===== config.mk =====
export PLATFORM = sky130hd
export DESIGN_NAME = sec_gate_device_flat
export DESIGN_NICKNAME = d
export VERILOG_FILES = /design/src/design/sec_gate_pkg.sv /design/src/design/sec_link_if.sv /design/src/design/sec_gate_device.sv /design/src/design/key_pair_matcher.sv /design/src/flat_wrapper.sv
export SDC_FILE = /design/constraint.sdc
export NUM_CORES = 1
export LEC_CHECK = 0
export ABC_AREA = 1
export BUFFER_PORTS_ARGS = -buffer_cell sky130_fd_sc_hd__buf_4
export CAP_MARGIN = 20
export CORE_ASPECT_RATIO = 0.6
export CORE_MARGIN = 2
export CORE_UTILIZATION = 35
export CTS_BUF_LIST = sky130_fd_sc_hd__clkbuf_8
export CTS_CLUSTER_SIZE = 20
export DETAILED_ROUTE_END_ITERATION = 16
export GPL_ROUTABILITY_DRIVEN = 0
export PLACE_DENSITY = 0.56
export RECOVER_POWER = 50
export SLEW_MARGIN = 10
export SYNTH_ARGS = -nofsm -noshare
export SYNTH_HDL_FRONTEND = slang
export SYNTH_HIERARCHICAL = 1
export SYNTH_SLANG_ARGS = --single-unit

===== constraint.sdc =====
create_clock -name aclk -period 2.3 [get_ports aclk]
set_input_delay 0.46 -clock aclk [delete_from_list [all_inputs] [get_ports aclk]]
set_output_delay 0.46 -clock aclk [all_outputs]
set_load 0.02 [all_outputs]

===== src/design/sec_gate_pkg.sv =====
/*
 Constants, types and addresses shared by both ends of the security key
 gate and its parameter store. Assumes a single 100 MHz clock domain.
*/
// Contract
// - Three levels; change only on correct keys (code also drops to sealed on SUBCMD_SEAL from any level)
// - Each transition has its own key pair
// - Keys back to back, no write between
// - Host keys never equal a subcommand code
// - Sealed flag set while sealed, cleared on unseal
// - Full access flag cleared on full keys
// - Each key held as two 16-bit words
// - Key words writable only in full access
// - Host swaps key bytes when presenting them
// - Negative delta volt byte, 36/23, default 17
// - Inhibit temp low, 32/0, signed, -400..1200
// - Taper window byte, max 60, default 40
// - Only full access writes keys or boots
package sec_gate_pkg;
  typedef enum logic [1:0] {
    MODE_SEALED = 2'b00,
    MODE_UNSEALED = 2'b01,
    MODE_FULL = 2'b10
  } mode_e;
  // Parameter store addresses: {subclass, offset}
  localparam logic [15:0] ADDR_NEG_DELTA = {8'd36, 8'd23};
  localparam logic [15:0] ADDR_INHIBIT_LOW = {8'd32, 8'd0};
  localparam logic [15:0] ADDR_TAPER_WIN = {8'd36, 8'd6};
  localparam logic [15:0] ADDR_UNSEAL_K0 = {8'd112, 8'd0};
  localparam logic [15:0] ADDR_UNSEAL_K1 = {8'd112, 8'd2};
  localparam logic [15:0] ADDR_FULL_K0 = {8'd112, 8'd4};
  localparam logic [15:0] ADDR_FULL_K1 = {8'd112, 8'd6};
  // Stored defaults and limits
  localparam logic [7:0] NEG_DELTA_RST = 8'd17;
  localparam logic [7:0] NEG_DELTA_MAX = 8'd100;
  localparam logic signed [15:0] INHIBIT_LOW_RST = 16'sd0;
  localparam logic signed [15:0] INHIBIT_LOW_MIN = -16'sd400;
  localparam logic signed [15:0] INHIBIT_LOW_MAX = 16'sd1200;
  localparam logic [7:0] TAPER_WIN_RST = 8'd40;
  localparam logic [7:0] TAPER_WIN_MAX = 8'd60;
  // Key defaults are arbitrary values
  localparam logic [15:0] UNSEAL_K0_RST = 16'h1A2B;
  localparam logic [15:0] UNSEAL_K1_RST = 16'h3C4D;
  localparam logic [15:0] FULL_K0_RST = 16'h5E6F;
  localparam logic [15:0] FULL_K1_RST = 16'h7A8B;
  // Control subcommand codes
  localparam logic [15:0] SUBCMD_SEAL = 16'h0020;
  localparam logic [15:0] SUBCMD_BOOT = 16'h0F00;
  // Host register offsets
  localparam logic [7:0] OFS_CMD = 8'h00;
  localparam logic [7:0] OFS_KEY = 8'h04;
  localparam logic [7:0] OFS_DF_ADDR = 8'h08;
  localparam logic [7:0] OFS_DF_WDATA = 8'h0C;
  localparam logic [7:0] OFS_DF_CTRL = 8'h10;
  localparam logic [7:0] OFS_DF_RDATA = 8'h14;
  localparam logic [7:0] OFS_STATUS = 8'h18;
  localparam logic [7:0] OFS_IRQ_STAT = 8'h1C;
  localparam logic [7:0] OFS_IRQ_MASK = 8'h20;
  // Interrupt bits
  localparam int IRQ_DONE = 0;
  localparam int IRQ_ERR = 1;
  localparam int IRQ_MODE = 2;
  localparam logic [1:0] RESP_OKAY = 2'b00;
  localparam logic [1:0] RESP_SLVERR = 2'b10;
endpackage : sec_gate_pkg


===== src/design/sec_link_if.sv =====
/*
 Link between host controller and gauge security gate.
 Assumes both ends share aclk; no crossing is needed.
*/
`timescale 1ns/10ps
interface sec_link_if;
  logic cmd_valid;
  logic [15:0] cmd_word;
  logic df_req;
  logic df_we;
  logic [15:0] df_addr;
  logic [15:0] df_wdata;
  logic df_ack;
  logic df_err;
  logic [15:0] df_rdata;
  logic sealed_flag;
  logic full_access_state_flag;
  modport dev (
    input cmd_valid, cmd_word, df_req, df_we, df_addr, df_wdata,
    output df_ack, df_err, df_rdata, sealed_flag, full_access_state_flag
  );
  modport host (
    output cmd_valid, cmd_word, df_req, df_we, df_addr, df_wdata,
    input df_ack, df_err, df_rdata, sealed_flag, full_access_state_flag
  );
endinterface : sec_link_if


===== src/design/sec_gate_device.sv =====
/*
 Gauge side: security mode state, key store and a small parameter store.
 Assumes the host presents requests on sec_link_if with one-cycle strobes
 and waits for df_ack before the next parameter request.
*/
// Our own choices: the AXI4-Lite interface to the registers and the register addresses.
`timescale 1ns/10ps
module sec_gate_device
  import sec_gate_pkg::*;
(
  input wire logic aclk, // Clock, 100 MHz
  input wire logic aresetn, // Sync reset, low
  sec_link_if.dev link, // Host link
  output sec_gate_pkg::mode_e mode, // Current security level
  output logic boot_start, // Boot entry pulse
  output logic [7:0] neg_delta_volt, // Negative delta volt, mV
  output logic [15:0] inhibit_temp_low, // Inhibit temp low, 0.1 C
  output logic [7:0] taper_window // Taper window, s
);
  import sec_gate_pkg::*;

  // ****************************************
  // Key pair detection
  // ****************************************
  logic [15:0] unseal_k0_reg, unseal_k1_reg, full_k0_reg, full_k1_reg;
  logic [15:0] unseal_k0_next, unseal_k1_next, full_k0_next, full_k1_next;
  logic unseal_hit;
  logic full_hit;

  // Keys arrive byte swapped relative to stored words
  key_pair_matcher u_unseal_match (
    .aclk(aclk),
    .aresetn(aresetn),
    .cmd_valid(link.cmd_valid),
    .cmd_word(link.cmd_word),
    .key_first({unseal_k0_reg[7:0], unseal_k0_reg[15:8]}),
    .key_second({unseal_k1_reg[7:0], unseal_k1_reg[15:8]}),
    .match(unseal_hit)
  );

  key_pair_matcher u_full_match (
    .aclk(aclk),
    .aresetn(aresetn),
    .cmd_valid(link.cmd_valid),
    .cmd_word(link.cmd_word),
    .key_first({full_k0_reg[7:0], full_k0_reg[15:8]}),
    .key_second({full_k1_reg[7:0], full_k1_reg[15:8]}),
    .match(full_hit)
  );

  // ****************************************
  // Security mode
  // ****************************************
  mode_e mode_reg;
  mode_e mode_next;
  logic boot_reg;
  logic boot_next;
  logic ss_reg;
  logic ss_next;
  logic full_flag_reg;
  logic full_flag_next;

  always_comb begin
    mode_next = mode_reg;
    boot_next = 1'b0;
    case (mode_reg)
      MODE_SEALED: begin
        if (unseal_hit) begin
          mode_next = MODE_UNSEALED;
        end
      end
      MODE_UNSEALED: begin
        if (full_hit) begin
          mode_next = MODE_FULL;
        end
      end
      MODE_FULL: begin
        if (link.cmd_valid && link.cmd_word == SUBCMD_BOOT) begin
          boot_next = 1'b1;
        end
      end
      default: begin
        mode_next = MODE_SEALED;
      end
    endcase
    // Sealing is a plain subcommand, allowed from any level
    if (link.cmd_valid && link.cmd_word == SUBCMD_SEAL) begin
      mode_next = MODE_SEALED;
    end
    ss_next = (mode_next == MODE_SEALED);
    full_flag_next = (mode_next != MODE_FULL);
  end

  always_ff @(posedge aclk) begin
    if (!aresetn) begin
      mode_reg <= MODE_SEALED;
      boot_reg <= 1'b0;
      ss_reg <= 1'b1;
      full_flag_reg <= 1'b1;
    end else begin
      mode_reg <= mode_next;
      boot_reg <= boot_next;
      ss_reg <= ss_next;
      full_flag_reg <= full_flag_next;
    end
  end

  // ****************************************
  // Parameter and key store
  // ****************************************
  logic [7:0] neg_delta_reg, neg_delta_next;
  logic [15:0] inhibit_low_reg, inhibit_low_next;
  logic [7:0] taper_reg, taper_next;
  logic [15:0] rdata_reg, rdata_next;
  logic ack_reg, ack_next;
  logic err_reg, err_next;
  logic wr_ok;
  logic key_ok;

  always_comb begin
    neg_delta_next = neg_delta_reg;
    inhibit_low_next = inhibit_low_reg;
    taper_next = taper_reg;
    unseal_k0_next = unseal_k0_reg;
    unseal_k1_next = unseal_k1_reg;
    full_k0_next = full_k0_reg;
    full_k1_next = full_k1_reg;
    rdata_next = rdata_reg;
    ack_next = 1'b0;
    err_next = 1'b0;
    // Sealed store is read only; key word writes need full access
    wr_ok = link.df_we && (mode_reg != MODE_SEALED);
    key_ok = (mode_reg == MODE_FULL);
    if (link.df_req) begin
      ack_next = 1'b1;
      case (link.df_addr)
        ADDR_NEG_DELTA: begin
          rdata_next = {8'h00, neg_delta_reg};
          if (wr_ok && link.df_wdata[15:8] == 8'h00 && link.df_wdata[7:0] <= NEG_DELTA_MAX) begin
            neg_delta_next = link.df_wdata[7:0];
          end else if (link.df_we) begin
            err_next = 1'b1;
          end
        end
        ADDR_INHIBIT_LOW: begin
          rdata_next = inhibit_low_reg;
          if (wr_ok && $signed(link.df_wdata) >= INHIBIT_LOW_MIN
              && $signed(link.df_wdata) <= INHIBIT_LOW_MAX) begin
            inhibit_low_next = link.df_wdata;
          end else if (link.df_we) begin
            err_next = 1'b1;
          end
        end
        ADDR_TAPER_WIN: begin
          rdata_next = {8'h00, taper_reg};
          if (wr_ok && link.df_wdata[15:8] == 8'h00 && link.df_wdata[7:0] <= TAPER_WIN_MAX) begin
            taper_next = link.df_wdata[7:0];
          end else if (link.df_we) begin
            err_next = 1'b1;
          end
        end
        ADDR_UNSEAL_K0, ADDR_UNSEAL_K1, ADDR_FULL_K0, ADDR_FULL_K1: begin
          if (mode_reg == MODE_SEALED || (link.df_we && !key_ok)) begin
            err_next = 1'b1;
          end else begin
            case (link.df_addr)
              ADDR_UNSEAL_K0: rdata_next = unseal_k0_reg;
              ADDR_UNSEAL_K1: rdata_next = unseal_k1_reg;
              ADDR_FULL_K0: rdata_next = full_k0_reg;
              default: rdata_next = full_k1_reg;
            endcase
            if (link.df_we) begin
              case (link.df_addr)
                ADDR_UNSEAL_K0: unseal_k0_next = link.df_wdata;
                ADDR_UNSEAL_K1: unseal_k1_next = link.df_wdata;
                ADDR_FULL_K0: full_k0_next = link.df_wdata;
                default: full_k1_next = link.df_wdata;
              endcase
            end
          end
        end
        default: begin
          rdata_next = 16'h0000;
          err_next = 1'b1;
        end
      endcase
    end
  end

  always_ff @(posedge aclk) begin
    if (!aresetn) begin
      neg_delta_reg <= NEG_DELTA_RST;
      inhibit_low_reg <= INHIBIT_LOW_RST;
      taper_reg <= TAPER_WIN_RST;
      unseal_k0_reg <= UNSEAL_K0_RST;
      unseal_k1_reg <= UNSEAL_K1_RST;
      full_k0_reg <= FULL_K0_RST;
      full_k1_reg <= FULL_K1_RST;
      rdata_reg <= 16'h0000;
      ack_reg <= 1'b0;
      err_reg <= 1'b0;
    end else begin
      neg_delta_reg <= neg_delta_next;
      inhibit_low_reg <= inhibit_low_next;
      taper_reg <= taper_next;
      unseal_k0_reg <= unseal_k0_next;
      unseal_k1_reg <= unseal_k1_next;
      full_k0_reg <= full_k0_next;
      full_k1_reg <= full_k1_next;
      rdata_reg <= rdata_next;
      ack_reg <= ack_next;
      err_reg <= err_next;
    end
  end

  assign link.df_ack = ack_reg;
  assign link.df_err = err_reg;
  assign link.df_rdata = rdata_reg;
  assign link.sealed_flag = ss_reg;
  assign link.full_access_state_flag = full_flag_reg;
  assign mode = mode_reg;
  assign boot_start = boot_reg;
  assign neg_delta_volt = neg_delta_reg;
  assign inhibit_temp_low = inhibit_low_reg;
  assign taper_window = taper_reg;
endmodule : sec_gate_device


===== src/design/key_pair_matcher.sv =====
/*
 Detects one two-word key pair among control command writes.
 Assumes command writes arrive as one-cycle strobes on aclk.
*/
`timescale 1ns/10ps
module key_pair_matcher (
  input wire logic aclk, // Clock
  input wire logic aresetn, // Sync reset, low
  input wire logic cmd_valid, // Command word strobe
  input wire logic [15:0] cmd_word, // Command word
  input wire logic [15:0] key_first, // Expected first word
  input wire logic [15:0] key_second, // Expected second word
  output logic match // Pair seen, one cycle
);
  logic armed_reg;
  logic armed_next;
  logic match_reg;
  logic match_next;

  always_comb begin
    armed_next = armed_reg;
    match_next = 1'b0;
    if (cmd_valid) begin
      if (armed_reg) begin
        // Any second word ends the attempt; a miss does not rearm
        match_next = (cmd_word == key_second);
        armed_next = 1'b0;
      end else begin
        armed_next = (cmd_word == key_first);
      end
    end
  end

  always_ff @(posedge aclk) begin
    if (!aresetn) begin
      armed_reg <= 1'b0;
      match_reg <= 1'b0;
    end else begin
      armed_reg <= armed_next;
      match_reg <= match_next;
    end
  end

  assign match = match_reg;
endmodule : key_pair_matcher


===== src/flat_wrapper.sv =====
// flat-port wrapper written by rule: the top's interface ports become plain ports
module sec_gate_device_flat import sec_gate_pkg::*;
  (aclk, aresetn, mode, boot_start, neg_delta_volt, inhibit_temp_low, taper_window, link_cmd_valid, link_cmd_word, link_df_req, link_df_we, link_df_addr, link_df_wdata, link_df_ack, link_df_err, link_df_rdata, link_sealed_flag, link_full_access_state_flag);
  sec_link_if link_i ();
  input wire logic aclk;
  input wire logic aresetn;
  output sec_gate_pkg::mode_e mode;
  output logic boot_start;
  output logic [7:0] neg_delta_volt;
  output logic [15:0] inhibit_temp_low;
  output logic [7:0] taper_window;
  input wire logic [$bits(link_i.cmd_valid)-1:0] link_cmd_valid;
  input wire logic [$bits(link_i.cmd_word)-1:0] link_cmd_word;
  input wire logic [$bits(link_i.df_req)-1:0] link_df_req;
  input wire logic [$bits(link_i.df_we)-1:0] link_df_we;
  input wire logic [$bits(link_i.df_addr)-1:0] link_df_addr;
  input wire logic [$bits(link_i.df_wdata)-1:0] link_df_wdata;
  output wire logic [$bits(link_i.df_ack)-1:0] link_df_ack;
  output wire logic [$bits(link_i.df_err)-1:0] link_df_err;
  output wire logic [$bits(link_i.df_rdata)-1:0] link_df_rdata;
  output wire logic [$bits(link_i.sealed_flag)-1:0] link_sealed_flag;
  output wire logic [$bits(link_i.full_access_state_flag)-1:0] link_full_access_state_flag;
  assign link_i.cmd_valid = link_cmd_valid;
  assign link_i.cmd_word = link_cmd_word;
  assign link_i.df_req = link_df_req;
  assign link_i.df_we = link_df_we;
  assign link_i.df_addr = link_df_addr;
  assign link_i.df_wdata = link_df_wdata;
  assign link_df_ack = link_i.df_ack;
  assign link_df_err = link_i.df_err;
  assign link_df_rdata = link_i.df_rdata;
  assign link_sealed_flag = link_i.sealed_flag;
  assign link_full_access_state_flag = link_i.full_access_state_flag;
  sec_gate_device u_core (.aclk(aclk), .aresetn(aresetn), .link(link_i), .mode(mode), .boot_start(boot_start), .neg_delta_volt(neg_delta_volt), .inhibit_temp_low(inhibit_temp_low), .taper_window(taper_window));
endmodule

==> reports/qor.yml, run 1 <==
timing:
  slew_violations: 0
  max_freq_ghz: 0.483
  hold_slack_ns: 0.266
  rsz0062_at_grt: "false"
  finalSetupTns_ns: 0
  fin_crit_ns: 2.07
  setup_ws_ns: 0.229
  min_period_over_period_pct: 90.0
  setup_viol: 0
  slew_headroom_pct: 35.1
  finalHoldViolCount: 0
  worst_pin_slew_ns: 0.974
  clock_skew_ns: 0.0146
cells_and_area:
  nNetsFinal: 1253
  drive_gt1_share_pct: 13.6
  ff_latch_area_mm2: 0.00246
  finish.utilization_pct: 42.0
  mostFrequentLayoutCells: "nand2_1, inv_1, dfxtp_1"
  syn2layout_area_growth_pct: 18.6
  multi_input_area_mm2: 0.00377
  antenna_cells: 0
  final_common_cell: "nand2_1"
  fillers: 2179
power:
  intPower_mw: 3.03
  powerDensity_mw_per_mm2: 504
  p_sw_mw: 1.18
  switching_share_pct: 28.0
  leakage_nw: 4.06
  ir_worst_vdd_uv: 301
  clkPwrFrac_pct: 39.5
  pwr-share-seq_pct: 50.6
  comb_power_share_pct: 9.9
cts:
  cts_root_buf: "clkbuf_8"
  cts_setup_buffers: 0
  ctsHoldBuffers: 0
  clockBufferDepth: 2
  cts_buffers: 17
  cts.clk_slew.worst_paths_ns: 0.07
  h-tree-depth: 4
  clkLatencyLatePin_ns: 0.45
  cts_tree: "yes"
  clkSinkCount: 123
  post_cts_resized: 0
global_route:
  first_global_vias: 6604
  gr-total-overflow: 0
  grt_usage_pct: 24.7
  antenna_found_initial: 0
  grt_max_degree: 43
  grt_pass1_wl_um: 39600
drt:
  drcViolationCount: 0
  vias: 7676
  drtIter0Drc: 978
  postRouteAntennaNets: 0
  viasPerCell: 5.18
  wirelength_um: 26200
  first_pass_iters: 6
  wl_per_cell_um: 17.7
flow_run:
  maxCapViolCount: 0
hold_path:
  min_path_type: "primary input to register"
  min-delay-start: "link_df_wdata[12]"
  min_path_cells: 3
worst_setup_path:
  crit_family: "simple AND/OR/NAND/NOR gates"
  cp_max_fo: 21
  path_cells: "clkbuf_1, nor2_2, nand2_2, nor2_4, nand2_1, inv_1, nand4_1, buf_12, nand2_1, nand2_1, nor2_1"
  arrival_ns: 2.45
  r2r_slack_ns: 0.42
  r2r-end: "u_core/unseal_k0_reg[6]"
  cp-start-kind: "primary input"
  cp-startpoint: "link_df_addr[7]"
  cp_slowest_cell: "nand4_1"
  cp.required_ns: 2.68
  reg2reg_depth: 8
  crit_path_frequent_cell: "nand2_1"
  crit_path_end: "u_core/inhibit_temp_low[0]"
  crit_path_end_kind: "register"
  critPathKind: "primary input to register"
  cp.depth: 11
  crit_buf_inv: 3
  worst_r2r_startpoint: "u_core/mode[1]"
  slowest_delay_ns: 0.42
die:
  die_y_um: 114
  rows: 40
  dieArea_mm2: 0.0213
  num_io_pins: 108
  core_area_mm2: 0.0199
  start_util_pct: 35.4
  die_w_um: 187
yosys:
  yosysSeqAreaShare_pct: 35.0
  synthDistinctLibCells: 39
  syn_area_mm2: 0.00704
  synth_cells: 1073
  synth-warning-count: 6
  synth_nets: 1126
  synth_area_per_cell_um2: 6.56
  ys_seq_elements: 123
place:
  hpwl_um: 20200
  dp_slack_ns: 0.157
  portBuffers: 107
status:
  status: "completed"
-- cell usage after synthesis --
library cell,n,area (µm²)
nor2_8,2,40.0
clkbuf_1,18,67.6
o21ai_1,5,25.0
a21oi_2,3,26.3
nand2_2,5,31.3
o21ai_0,40,200
o2111ai_1,1,8.76
nor3b_1,2,15.0
xor2_1,16,140
a21boi_0,1,7.51
nor3_1,13,65.1
nand2_1,296,1110
nor3_4,3,48.8
nor2_4,5,56.3
a31oi_1,1,6.26
buf_6,6,67.6
nor2_1,122,458
nand4_4,2,42.5
o22ai_1,2,12.5
o211ai_1,30,225
buf_1,1,3.75
inv_1,138,518
nand4_1,42,263
nand3_1,68,340
inv_2,10,37.5
or2_0,2,12.5
buf_4,1,7.51
a21oi_1,60,300
nand3_2,2,20.0
xnor2_1,6,52.6
a211oi_1,2,15.0
buf_2,13,65.1
nor2_2,6,37.5
o211ai_2,13,163
dfxtp_1,123,2460
clkinv_1,5,18.8
nand2_4,4,45.0
nor4_1,3,18.8
nand3b_1,1,7.51
-- worst min-delay path by stage --
stage	endpoint
after detailed placement	u_core/link.df_rdata[15]
after CTS	u_core/unseal_k1_reg[12]
final	u_core/unseal_k1_reg[12]
after global placement	u_core/link.df_rdata[12]
after floorplan	u_core/unseal_k0_reg[13]
after global routing	u_core/inhibit_temp_low[6]
-- worst register-to-register path: stages (launching register included) --
cell     delay [ns]
dfxtp_1        0.36
inv_1          0.10
nor2_1         0.13
inv_1          0.07
nor3_1         0.40
nand3_1        0.13
buf_4          0.27
o21ai_0        0.24
a21oi_1        0.06
-- power by group through the flow --
stage               Sequential [mW]  Combinational (mW)  Clock (mW)
global route                   2.13               0.448        1.79
finish                         2.13               0.416        1.66
detailed placement             2.18               0.409           0
floorplan                      2.18               0.176           0
CTS                            2.13               0.410        1.69
global placement               2.18               0.406           0
-- stage by stage --
step / cells / area [µm²] / power [mW]
floorplan: 1073 / 7040 / 2.36
global placement: 1454 / 8290 / 2.59
detailed placement: 1454 / 8290 / 2.59
CTS: 1483 / 8610 / 4.24
global route: 1483 / 8350 / 4.37
finish: 1483 / 8350 / 4.21
-- cell families (layout without fill, tap and decap cells) --
| logic type | Yosys count | after routing | share of synthesized area [%] |
|---|---|---|---|
| xor gates and xnor gates | 22 | 22 | 2.74 |
| and+or+nand+nor | 578 | 578 | 37.1 |
| buffers and inverters | 192 | 329 | 11.2 |
| DFF | 123 | 123 | 35.0 |
| AOI/OAI and AO/OA | 158 | 158 | 14.1 |
-- layer usage --
metal	vias up	track usage, %	wire length (µm)
met4	0	3.76	145
li1	3711	-	-
met5	-	0	0
met1	3548	40.5	13700
met3	16	6.55	3070
met2	401	31.2	9290
-- final cells by class --
cell class / instances / share of cell area, %
multi-input combinational: 758 / 45.1
inverter: 153 / 6.87
clock buffer: 19 / 3.13
sequential: 123 / 29.5
tap: 273 / 4.09
clock inverter: 10 / 0.674
timing repair buffer: 147 / 10.7
No activity file was read; power rests on OpenSTA's default activity.
==> run 2: changes to the inputs <==
- PLACE_DENSITY: 0.56 -> unset
==> reports/qor.yml, run 2 (synthesis gave the netlist of run 1 again) <==
worst_setup_path:
  cp-start-kind: "primary input"
  critPathKind: "primary input to register"
  crit_buf_inv: 1
  crit_path_end_kind: "register"
  crit_family: "simple AND/OR/NAND/NOR gates"
  cp.required_ns: 2.70
  cp_max_fo: 9
  cp_slowest_cell: "nor2_1"
  worst_r2r_startpoint: "u_core/mode[0]"
  r2r_slack_ns: 0.34
  reg2reg_depth: 9
  cp-startpoint: "link_df_addr[7]"
  arrival_ns: 2.42
  r2r-end: "u_core/unseal_k1_reg[14]"
  slowest_delay_ns: 0.40
  path_cells: "clkbuf_1, nor2_2, nand2_1, nor2_1, nand2_1, nand3_1, nor2_1, nor2_2, nand3_1, a21oi_1"
power:
  p_sw_mw: 1.35
  leakage_nw: 4.07
  power_mw: 4.40
  comb_power_share_pct: 9.3
  powerDensity_mw_per_mm2: 524
  ir_worst_vdd_uv: 328
  switching_share_pct: 30.7
  pwr-share-seq_pct: 48.5
  intPower_mw: 3.05
  clkPwrFrac_pct: 42.3
hold_path:
  hold_end: "u_core/inhibit_temp_low[0]"
  min_path_cells: 3
  min-delay-start: "link_df_wdata[0]"
  min_path_type: "primary input to register"
cts:
  clkSinkCount: 123
  clockBufferDepth: 2
  h-tree-depth: 4
  ctsHoldBuffers: 0
  cts_setup_buffers: 0
  cts.clk_slew.worst_paths_ns: 0.09
  cts_root_buf: "clkbuf_8"
  cts_tree: "yes"
  cts_buffers: 17
  post_cts_resized: 0
  clkLatencyLatePin_ns: 0.46
die:
  num_io_pins: 108
  dieArea_mm2: 0.0213
  start_util_pct: 35.4
  core_area_mm2: 0.0199
  die_y_um: 114
  die_w_um: 187
  rows: 40
drt:
  dr_wl_met2_um: 9040
  first_pass_iters: 6
  postRouteAntennaNets: 0
  drcViolationCount: 0
  vias: 7570
  wl_per_cell_um: 17.2
  routed.top_layer: "met4"
  wirelength_um: 25500
  drtIter0Drc: 872
  met1_length_um: 13000
  route.met3.wl_um: 3260
  viasPerCell: 5.11
cells_and_area:
  drive_gt1_share_pct: 13.7
  final_common_cell: "nand2_1"
  finish.utilization_pct: 42.2
  antenna_cells: 0
  nNetsFinal: 1249
  final_cells: 1482
  mostFrequentLayoutCells: "nand2_1, inv_1, nor2_1"
  syn2layout_area_growth_pct: 19.0
global_route:
  grt_pass1_wl_um: 39000
  antenna_found_initial: 0
  first_global_vias: 6722
  grt_usage_pct: 24.2
  grt_max_degree: 60
  gr-total-overflow: 0
timing:
  finalSetupTns_ns: 0
  max_freq_ghz: 0.494
  clock_skew_ns: 0.0104
  worst_pin_slew_ns: 1.37
  finalHoldViolCount: 0
  setup_viol: 0
  slew_violations: 0
  hold_slack_ns: 0.235
  rsz0062_at_grt: "false"
  min_period_over_period_pct: 88.1
  slew_headroom_pct: 8.80
  fin_crit_ns: 2.03
place:
  hpwl_um: 19800
  portBuffers: 107
  dp.cells: 1450
status:
  status: "completed"
flow_run:
  maxCapViolCount: 0
run 2: cell types whose count changed in the layout (fill, tap and decap cells not counted), sizes merged:
cell      delta
clkbuf       -2
clkinv       -5
clkinvlp     +1
buf          -4
inv          +9
run 2: how the worst max path moves through the flow:
stage | end | slack, ns | cells past startpoint
2_1_floorplan | u_core/full_k0_reg[5] | 0.50 | 9
3_3_place_gp | u_core/link.df_rdata[12] | 0.17 | 11
3_5_place_dp | u_core/link.df_rdata[8] | 0.14 | 11
4_1_cts | u_core/taper_window[0] | 0.45 | 8
5_1_grt | u_core/inhibit_temp_low[12] | 0.13 | 11
6_report | u_core/link.df_rdata[1] | 0.27 | 10
run 2: layout make-up:
class / instances / area (µm²)
Multi-Input combinational cell: 758 / 3780
Clock buffer: 17 / 234
Sequential cell: 123 / 2460
Clock inverter: 15 / 129
Inverter: 153 / 574
Tap cell: 273 / 342
Timing Repair Buffer: 143 / 862
Fill cell: 2205 / 11500
run 2: worst register-to-register path: cells and delay by family, from the launching register on:
kind	cells	cell delay, ns
buffers and inverters	3	0.59
AND/OR/NAND/NOR	4	0.58
flip-flops	1	0.42
AO/OA/AOI/OAI	2	0.31
run 2: power groups by stage:
stage | clock (mW) | combinational, mW | sequential [mW]
global placement | 0 | 0.399 | 2.18
global route | 1.99 | 0.441 | 2.13
finish | 1.86 | 0.407 | 2.13
detailed placement | 0 | 0.401 | 2.18
CTS | 1.88 | 0.403 | 2.13
floorplan | 0 | 0.176 | 2.18
run 2: per-stage QoR:
stage	area [µm²]	setup WS (ns)
5_1_grt	8380	0.128
2_1_floorplan	7040	0.500
4_1_cts	8620	0.445
3_5_place_dp	8260	0.141
6_report	8380	0.274
3_3_place_gp	8260	0.174
run 2: per-layer routing:
| layer | GRT usage [%] | vias to the layer above |
|---|---|---|
| met3 | 6.74 | 13 |
| met5 | 0 | - |
| met1 | 40.0 | 3443 |
| met4 | 4.50 | 0 |
| met2 | 29.3 | 407 |
| li1 | - | 3707 |
